## src/hdl/cache_ctrl_pkg.sv

```systemverilog
// constants and types for the cache and isa cycle control register
package cache_ctrl_pkg;
  localparam logic [7:0] CACHE_AT_BUS_CONTROL_OFS = 8'h26;
  localparam logic [7:0] CACHE_AT_BUS_CONTROL_RST = 8'hdf;
  // field positions
  localparam int GLOBAL_NC_BIT = 7;
  localparam int FAST_AT_BIT = 6;
  localparam int IO_NO_DELAY_BIT = 5;
  localparam int TOP_WP_BIT = 4;
  localparam int TURBO_BIT = 3;
  localparam int WT_CPU_BIT = 2;
  localparam int ISA_SYNC_BIT = 1;
  localparam int INTERNAL_BIT = 0;
  // timing counts in isa clocks
  localparam logic [1:0] ALE_DELAY_NORMAL = 2'h2;
  localparam logic [1:0] IO_RECOVERY_CLKS = 2'h3;
  // sync divider base: code 00 gives /6, each step one less
  localparam logic [2:0] ISA_DIV_BASE = 3'h6;
  // top bios segment f0000h-fffffh, upper address bits
  localparam logic [15:0] TOP_SEGMENT_HI = 16'h000f;

  typedef struct packed {
    logic global_nc;
    logic fast_at;
    logic io_no_delay;
    logic top_wp;
    logic turbo;
    logic wt_cpu;
    logic isa_sync;
    logic internal;
  } cfg_bits_t;

  typedef enum logic [1:0] {
    CYC_IDLE = 2'b00,
    CYC_ALE_WAIT = 2'b01,
    CYC_ACTIVE = 2'b10,
    CYC_RECOVER = 2'b11
  } cyc_state_t;

  // state bits are the outputs: {active, interrupt_n, cache enable_n, flush_n}
  typedef enum logic [3:0] {
    MGMT_IDLE = 4'b0111,
    MGMT_FLUSH = 4'b0110,
    MGMT_SIGNAL = 4'b0001,
    MGMT_SIGNAL_WT = 4'b0011,
    MGMT_ACTIVE = 4'b1111
  } mgmt_state_t;
endpackage

```

## src/hdl/isa_clock_div.sv

```systemverilog
// isa bus clock generator: cpu clock divider or oscillator halver
`timescale 1ns/1ps
module isa_clock_div import cache_ctrl_pkg::*; (
  // clock and reset
  input wire logic sys_clk,
  input wire logic sys_rst,
  // mode
  input wire logic sync_mode,
  input wire logic [1:0] div_sel,
  input wire logic ref_rise,
  // clock out
  output logic isa_clk,
  output logic isa_rise
);
  logic [2:0] cnt_reg;
  logic [2:0] div_n;
  logic isa_clk_reg;
  logic isa_rise_reg;
  logic sync_mode_reg;

  assign div_n = ISA_DIV_BASE - {1'b0, div_sel};
  assign isa_clk = isa_clk_reg;
  assign isa_rise = isa_rise_reg;

  always_ff @(posedge sys_clk or posedge sys_rst) begin
    if (sys_rst) begin
      sync_mode_reg <= 1'b0;
    end else begin
      sync_mode_reg <= sync_mode;
    end
  end

  always_ff @(posedge sys_clk or posedge sys_rst) begin
    if (sys_rst) begin
      cnt_reg <= 3'h0;
      isa_clk_reg <= 1'b0;
      isa_rise_reg <= 1'b0;
    end else if (sync_mode != sync_mode_reg) begin
      // restart cleanly on a mode change
      cnt_reg <= 3'h0;
      isa_clk_reg <= 1'b0;
      isa_rise_reg <= 1'b0;
    end else if (sync_mode) begin
      isa_rise_reg <= (cnt_reg >= div_n - 3'h1);
      if (cnt_reg >= div_n - 3'h1) begin
        cnt_reg <= 3'h0;
        isa_clk_reg <= 1'b1;
      end else begin
        cnt_reg <= cnt_reg + 3'h1;
        if (cnt_reg == (div_n >> 1) - 3'h1) begin
          isa_clk_reg <= 1'b0;
        end
      end
    end else begin
      isa_rise_reg <= ref_rise & ~isa_clk_reg;
      if (ref_rise) begin
        isa_clk_reg <= ~isa_clk_reg;
      end
    end
  end
endmodule

```

## src/hdl/cache_and_at_cycle_control.sv

```systemverilog
// cache and isa cycle control register with the logic it steers
`timescale 1ns/1ps
// Functional notes
// - bit 7 set makes every cycle non-cacheable in l1 and l2.
// - bit 6 set shortens address strobe to ale delay by one isa clock.
// - bit 5 clear inserts three isa clocks between back-to-back i/o cycles.
// - bit 4 set blocks l2 writes to f0000h-fffffh.
// - that write protection applies only while the top segment is shadowed.
// - bit 3 clear (slow) requests hold on every second refresh.
// - bit 2 set (write-through) ignores the modified-line snoop hit input.
// - bit 2 clear samples modified-line hit in snoops and allows burst writes.
// - write-back: flush, then cache enable and interrupt, then await cpu ack.
// - bit 1 set: isa clock from cpu divider; clear: oscillator over two.
// - in power management mode the isa clock is oscillator over two.
// - divider codes 00,01,10,11 give cpu clock over 6,5,4,3.
module cache_and_at_cycle_control import cache_ctrl_pkg::*; (
  // clock and reset
  input wire logic sys_clk,
  input wire logic sys_rst,
  // indexed configuration port
  input wire logic [7:0] cfg_index,
  input wire logic cfg_wr,
  input wire logic [7:0] cfg_wdata,
  output logic [7:0] cfg_rdata,
  // clocking
  input wire logic oscillator_input,
  input wire logic [1:0] isa_div_sel,
  input wire logic pm_mode,
  output logic isa_bus_clock,
  // cpu cycle
  input wire logic cpu_address_strobe_n,
  input wire logic isa_cycle_sel,
  input wire logic io_cycle,
  input wire logic isa_cycle_done,
  input wire logic [31:0] cpu_addr,
  input wire logic cpu_write,
  input wire logic top_shadowed,
  output logic isa_ale,
  output logic io_recovery_busy,
  output logic l1_noncacheable,
  output logic l2_noncacheable,
  output logic l2_write_block,
  // refresh and hold
  input wire logic refresh_req,
  input wire logic hold_ack,
  output logic hold_req,
  // snoop
  input wire logic snoop_active,
  input wire logic modified_line_snoop_hit_n,
  output logic snoop_hit_modified,
  output logic burst_write_enable,
  // system management entry
  input wire logic mgmt_req,
  input wire logic management_active_ack_n,
  output logic cache_flush_n,
  output logic cache_enable_input_n,
  output logic management_interrupt_n,
  output logic mgmt_active
);
  cfg_bits_t cfg_reg;
  logic [7:0] rdata_reg;
  logic ref_s1_reg, ref_s2_reg, ref_s3_reg;
  logic isa_rise;
  cyc_state_t cyc_reg;
  logic [1:0] cyc_cnt_reg;
  logic io_reg, ale_reg, rec_reg;
  logic nc_reg, wblk_reg;
  logic refresh_odd_reg, hold_reg;
  logic snoop_reg, burst_reg;
  mgmt_state_t mgmt_reg;

  // register access
  always_ff @(posedge sys_clk or posedge sys_rst) begin
    if (sys_rst) begin
      cfg_reg <= cfg_bits_t'(CACHE_AT_BUS_CONTROL_RST);
    end else if (cfg_wr && cfg_index == CACHE_AT_BUS_CONTROL_OFS) begin
      cfg_reg <= cfg_bits_t'(cfg_wdata);
    end
  end

  always_ff @(posedge sys_clk or posedge sys_rst) begin
    if (sys_rst) begin
      rdata_reg <= 8'h00;
    end else begin
      rdata_reg <= (cfg_index == CACHE_AT_BUS_CONTROL_OFS) ? cfg_reg : 8'h00;
    end
  end
  assign cfg_rdata = rdata_reg;

  // oscillator pin synchroniser and rising edge
  always_ff @(posedge sys_clk or posedge sys_rst) begin
    if (sys_rst) begin
      ref_s1_reg <= 1'b0;
      ref_s2_reg <= 1'b0;
      ref_s3_reg <= 1'b0;
    end else begin
      ref_s1_reg <= oscillator_input;
      ref_s2_reg <= ref_s1_reg;
      ref_s3_reg <= ref_s2_reg;
    end
  end

  isa_clock_div u_isa_clock_div (
    .sys_clk(sys_clk),
    .sys_rst(sys_rst),
    .sync_mode(cfg_reg.isa_sync & ~pm_mode),
    .div_sel(isa_div_sel),
    .ref_rise(ref_s2_reg & ~ref_s3_reg),
    .isa_clk(isa_bus_clock),
    .isa_rise(isa_rise)
  );

  // isa cycle start and i/o recovery
  always_ff @(posedge sys_clk or posedge sys_rst) begin
    if (sys_rst) begin
      cyc_reg <= CYC_IDLE;
      cyc_cnt_reg <= 2'h0;
      io_reg <= 1'b0;
      ale_reg <= 1'b0;
    end else begin
      ale_reg <= 1'b0;
      case (cyc_reg)
        CYC_IDLE: begin
          if (!cpu_address_strobe_n && isa_cycle_sel) begin
            io_reg <= io_cycle;
            cyc_cnt_reg <= cfg_reg.fast_at ? ALE_DELAY_NORMAL - 2'h1 : ALE_DELAY_NORMAL;
            cyc_reg <= CYC_ALE_WAIT;
          end
        end
        CYC_ALE_WAIT: begin
          if (isa_rise) begin
            if (cyc_cnt_reg <= 2'h1) begin
              ale_reg <= 1'b1;
              cyc_reg <= CYC_ACTIVE;
            end else begin
              cyc_cnt_reg <= cyc_cnt_reg - 2'h1;
            end
          end
        end
        CYC_ACTIVE: begin
          if (isa_cycle_done) begin
            if (io_reg && !cfg_reg.io_no_delay) begin
              cyc_cnt_reg <= IO_RECOVERY_CLKS;
              cyc_reg <= CYC_RECOVER;
            end else begin
              cyc_reg <= CYC_IDLE;
            end
          end
        end
        CYC_RECOVER: begin
          if (isa_rise) begin
            if (cyc_cnt_reg <= 2'h1) begin
              cyc_reg <= CYC_IDLE;
            end else begin
              cyc_cnt_reg <= cyc_cnt_reg - 2'h1;
            end
          end
        end
        default: cyc_reg <= CYC_IDLE;
      endcase
    end
  end

  always_ff @(posedge sys_clk or posedge sys_rst) begin
    if (sys_rst) begin
      rec_reg <= 1'b0;
    end else begin
      rec_reg <= (cyc_reg == CYC_ACTIVE && isa_cycle_done && io_reg && !cfg_reg.io_no_delay)
        || (cyc_reg == CYC_RECOVER && !(isa_rise && cyc_cnt_reg <= 2'h1));
    end
  end
  assign isa_ale = ale_reg;
  assign io_recovery_busy = rec_reg;

  // cacheability and top segment write protect
  always_ff @(posedge sys_clk or posedge sys_rst) begin
    if (sys_rst) begin
      nc_reg <= 1'b1;
      wblk_reg <= 1'b0;
    end else begin
      nc_reg <= cfg_reg.global_nc;
      wblk_reg <= cfg_reg.top_wp && top_shadowed && cpu_write
        && cpu_addr[31:16] == TOP_SEGMENT_HI;
    end
  end
  assign l1_noncacheable = nc_reg;
  assign l2_noncacheable = nc_reg;
  assign l2_write_block = wblk_reg;

  // slow mode hold on every second refresh
  always_ff @(posedge sys_clk or posedge sys_rst) begin
    if (sys_rst) begin
      refresh_odd_reg <= 1'b0;
      hold_reg <= 1'b0;
    end else begin
      if (refresh_req && !cfg_reg.turbo) begin
        refresh_odd_reg <= ~refresh_odd_reg;
      end
      if (refresh_req && !cfg_reg.turbo && refresh_odd_reg) begin
        hold_reg <= 1'b1;
      end else if (hold_ack) begin
        hold_reg <= 1'b0;
      end
    end
  end
  assign hold_req = hold_reg;

  // snoop handling by cpu cache type
  always_ff @(posedge sys_clk or posedge sys_rst) begin
    if (sys_rst) begin
      snoop_reg <= 1'b0;
      burst_reg <= 1'b0;
    end else begin
      snoop_reg <= !cfg_reg.wt_cpu && snoop_active && !modified_line_snoop_hit_n;
      burst_reg <= !cfg_reg.wt_cpu;
    end
  end
  assign snoop_hit_modified = snoop_reg;
  assign burst_write_enable = burst_reg;

  // system management entry sequence
  always_ff @(posedge sys_clk or posedge sys_rst) begin
    if (sys_rst) begin
      mgmt_reg <= MGMT_IDLE;
    end else begin
      case (mgmt_reg)
        MGMT_IDLE: begin
          if (mgmt_req) begin
            mgmt_reg <= cfg_reg.wt_cpu ? MGMT_SIGNAL_WT : MGMT_FLUSH;
          end
        end
        MGMT_FLUSH: mgmt_reg <= MGMT_SIGNAL;
        MGMT_SIGNAL, MGMT_SIGNAL_WT: begin
          if (!management_active_ack_n) begin
            mgmt_reg <= MGMT_ACTIVE;
          end
        end
        MGMT_ACTIVE: begin
          if (management_active_ack_n) begin
            mgmt_reg <= MGMT_IDLE;
          end
        end
        default: mgmt_reg <= MGMT_IDLE;
      endcase
    end
  end
  assign cache_flush_n = mgmt_reg[0];
  assign cache_enable_input_n = mgmt_reg[1];
  assign management_interrupt_n = mgmt_reg[2];
  assign mgmt_active = mgmt_reg[3];
endmodule

```

## config.mk

```make
export PLATFORM = sky130hd
export DESIGN_NAME = cache_and_at_cycle_control
export DESIGN_NICKNAME = d
export VERILOG_FILES = /design/src/hdl/cache_ctrl_pkg.sv /design/src/hdl/isa_clock_div.sv /design/src/hdl/cache_and_at_cycle_control.sv
export SDC_FILE = /design/constraint.sdc
export NUM_CORES = 1
export LEC_CHECK = 0
export BUFFER_PORTS_ARGS = -buffer_cell sky130_fd_sc_hd__buf_2
export CORE_AREA = 2 2 85 87
export DETAILED_ROUTE_END_ITERATION = 7
export DIE_AREA = 0 0 87 89
export REMOVE_ABC_BUFFERS = 1
export SLEW_MARGIN = 20
export SYNTH_ARGS = -nofsm -noshare
export SYNTH_HDL_FRONTEND = slang
export SYNTH_SLANG_ARGS = --single-unit
export TNS_END_PERCENT = 50
```

## constraint.sdc

```tcl
create_clock -name sys_clk -period 4.9 [get_ports sys_clk]
set_input_delay 0.735 -clock sys_clk [delete_from_list [all_inputs] [get_ports sys_clk]]
set_output_delay 0.735 -clock sys_clk [all_outputs]
set_load 0.01 [all_outputs]
```

==> summary.txt <==
Outcome
  – Status: complete, no violations

Global route
  – First-pass GRT wire length: 6244 um
  – Grt ovf: 0
  – Largest net degree at the start of global routing: 43
  – Initial antenna violation count: 0
  – Vias in the first global route: 1,432
  – GRT Total Usage: 10.41%

Critical path
  – CP Launch Point: isa_div_sel[0]
  – Crit-path cells: buf_2, inv_1, ha_1, xor2_1, ha_1, a21oi_1, o21ai_1, or2_2, nor4b_1, a21o_1
  – Critical path capture point: u_isa_clock_div.cnt_reg[2]
  – CP dominant cell by count: ha_1
  – Worst-case reg-to-reg path depth: 6
  – Critical Path AT: 2.51 ns
  – Required time at the worst-slack endpoint: 5.14 ns
  – R2r startpoint: cfg_reg[1]
  – Critical path's largest stage delay: 0.33 ns
  – Crit end category: register
  – Worst-path fanout max: 4
  – CP startpoint kind: primary input
  – R2r setup slk: 2.83 ns
  – Worst reg2reg endpoint: u_isa_clock_div.cnt_reg[2]
  – CP max-delay cell: or2_2
  – Crit Path Class: in2reg

STA
  – Hold Vio Cnt, Final: 0
  – Min Hold Slack: 0.3584 ns
  – Pins Over Slew Limit: 0
  – Worst slew pin tran: 0.8722 ns
  – Setup_tns: 0 ns
  – Final worst-path cycle share: 46.37%
  – Fin crit period: 2.272 ns
  – # setup viols final: 0
  – Max Fclk: 0.4401 GHz
  – RSZ-0062 raised after global routing: false
  – Slew headroom: 41.77%
  – Final Skew: 0.005780 ns

Finish
  – Synth-to-Final Area Change: 28.67%
  – Diode count: 0
  – Most common cell after layout, fill and taps aside: buf_2
  – Layout Nets: 321
  – Most frequent cells in the layout: buf_2 (71), dfrtp_1 (31), inv_1 (16), dfstp_2 (11)
  – Fillers: 683
  – Share of cells above drive strength 1: 45.71%

Clocking
  – Resize count post-CTS: 0
  – Clk buf depth: 2
  – CTS clk-pin slew, worst paths: 0.08 ns
  – Post-CTS setup buffers: 0
  – CTS tree: yes
  – Root Driver: clkbuf_8
  – CTS Buf Count: 5
  – Worst skew pair latency: 0.30 ns
  – # H-tree levels: 2
  – Post-CTS Hold Fix Bufs: 0
  – Total clock sinks: 42

Power and ir drop
  – Overall power: 1.052 mW
  – Sequential share of power: 46.0%
  – Sw power: 0.3030 mW
  – Int Power: 0.7486 mW
  – Clk pwr share: 31.2%
  – VDD IR max: 0.1240 mV
  – Leakage: 1.300 nW
  – Logic pwr share: 22.8%
  – Pwr/cell area: 413.4 nW/um^2
  – Sw Share: 28.81%

Placement
  – Port Buffers: 71
  – DP Wirelength: 2873 um
  – Routability cong.: 0.7370

Logic synthesis
  – Biggest area consumer among synthesized cells: dfrtp_1
  – Yosys top cell area share: 39.24%
  – Synth Register Bits: 42
  – Post-synth cell types: 43
  – Async S/R FF share, synth: 100.0%
  – Synth area leaders: dfrtp_1 (39%), dfstp_2 (15%), ha_1 (6.3%)
  – Cells after Synth: 170
  – Post-synthesis sequential area ratio: 53.86%
  – Number of synthesized flops with an enable pin: 0
  – Ys flop type: dfrtp_1
  – Mapped Area: 1977 um^2
  – Syn_area_per_cell: 11.63 um^2
  – Yosys warns: 0

Floorplan
  – Die height: 89 um
  – Initial Utilization: 29.42%
  – Chip width: 87 um
  – # rows: 30
  – Num ports: 88
  – Core area: 6719 um^2
  – Die Area: 7743 um^2

Min path
  – Worst min-delay path class: reg2reg

Routing
  – 1st-iter DRT viols: 41
  – Via count: 1,464
  – Drt first pass iters: 4
  – Routed WL: 3721 um
  – Vias per inst: 4.505
  – WL/cell: 11.45 um
  – ANT nets after route: 0
  – DR DRC count: 0

Run
  – Count of max-cap constraint violations: 0
-- how the worst min path moves through the flow --
stage,endpoint,depth (start not counted),start,slack (ns)
2_1_floorplan,ref_s2_reg,0,ref_s1_reg,0.33
3_3_place_gp,ref_s2_reg,0,ref_s1_reg,0.34
3_5_place_dp,ref_s2_reg,0,ref_s1_reg,0.34
4_1_cts,ref_s2_reg,0,ref_s1_reg,0.37
5_1_grt,ref_s2_reg,0,ref_s1_reg,0.38
6_report,ref_s2_reg,0,ref_s1_reg,0.36
-- metal layers --
| metal | wire [um] | vias to the layer above | GRT usage, % |
|---|---|---|---|
| met4 | 62 | 0 | 4.261 |
| met2 | 1753 | 51 | 17.00 |
| met1 | 1607 | 678 | 12.43 |
| met5 | 0 | - | 0 |
| met3 | 297 | 5 | 3.878 |
| li1 | - | 730 | - |
-- synth_stat cells (all sizes together) (2+ instances only) --
cell type	n
a21o	3
a21oi	3
a31o	2
and2	8
buf	2
clkbuf	2
dfrtp	31
dfstp	11
ha	10
inv	17
mux2	8
nand2	10
nand2b	5
nand3	2
nand4	2
nand4b	2
nor2	5
nor2b	4
nor3	4
nor3b	2
nor4	3
o21ai	11
o22ai	2
or2	2
xnor2	4
-- power by group through the flow --
stage	Clock, mW	Combinational (mW)	Sequential, mW
4_1_cts	0.338	0.245	0.485
3_3_place_gp	0	0.235	0.488
2_1_floorplan	0	0.155	0.491
3_5_place_dp	0	0.244	0.492
6_report	0.328	0.240	0.484
5_1_grt	0.354	0.280	0.496
-- worst max-delay path, delay by kind of cell --
kind / cells / cell delay (ns)
simple gates: 2 / 0.61
fa+ha+maj: 2 / 0.50
compound gates: 3 / 0.35
xor+xnor: 1 / 0.16
buf+inv: 2 / 0.15
-- layout make-up --
class	count	area (um^2)	share of cell area, %
inverters	17	63.81	2.509
well taps	80	100.1	3.935
repair buffers	71	355.3	13.97
flip-flops and latches	42	1065	41.86
clock buffers	5	68.82	2.705
multi-input cells	107	822.0	32.32
clock inverters	3	68.82	2.705
-- through the flow --
stage / util [%] / cell area (um^2) / setup WS, ns / cells
floorplan: - / 1951 / 2.546 / 166
global placement: 35.81 / 2406 / 2.340 / 317
detailed placement: 35.81 / 2406 / 2.302 / 317
CTS: 37.86 / 2544 / 2.610 / 325
global route: 37.86 / 2544 / 2.546 / 325
finish: 37.86 / 2544 / 2.628 / 325
-- cells by family after synthesis --
logic type | count (synthesis) | share of synthesized area, %
xor gates and xnor gates | 5 | 2.215
DFF | 42 | 53.86
and+or+nand+nor | 55 | 17.41
adders and majority gates | 10 | 6.329
muxes | 9 | 6.583
buffers and inverters | 21 | 4.557
AOI/OAI and AO/OA | 28 | 9.051
(Power assumes the default switching activity.)
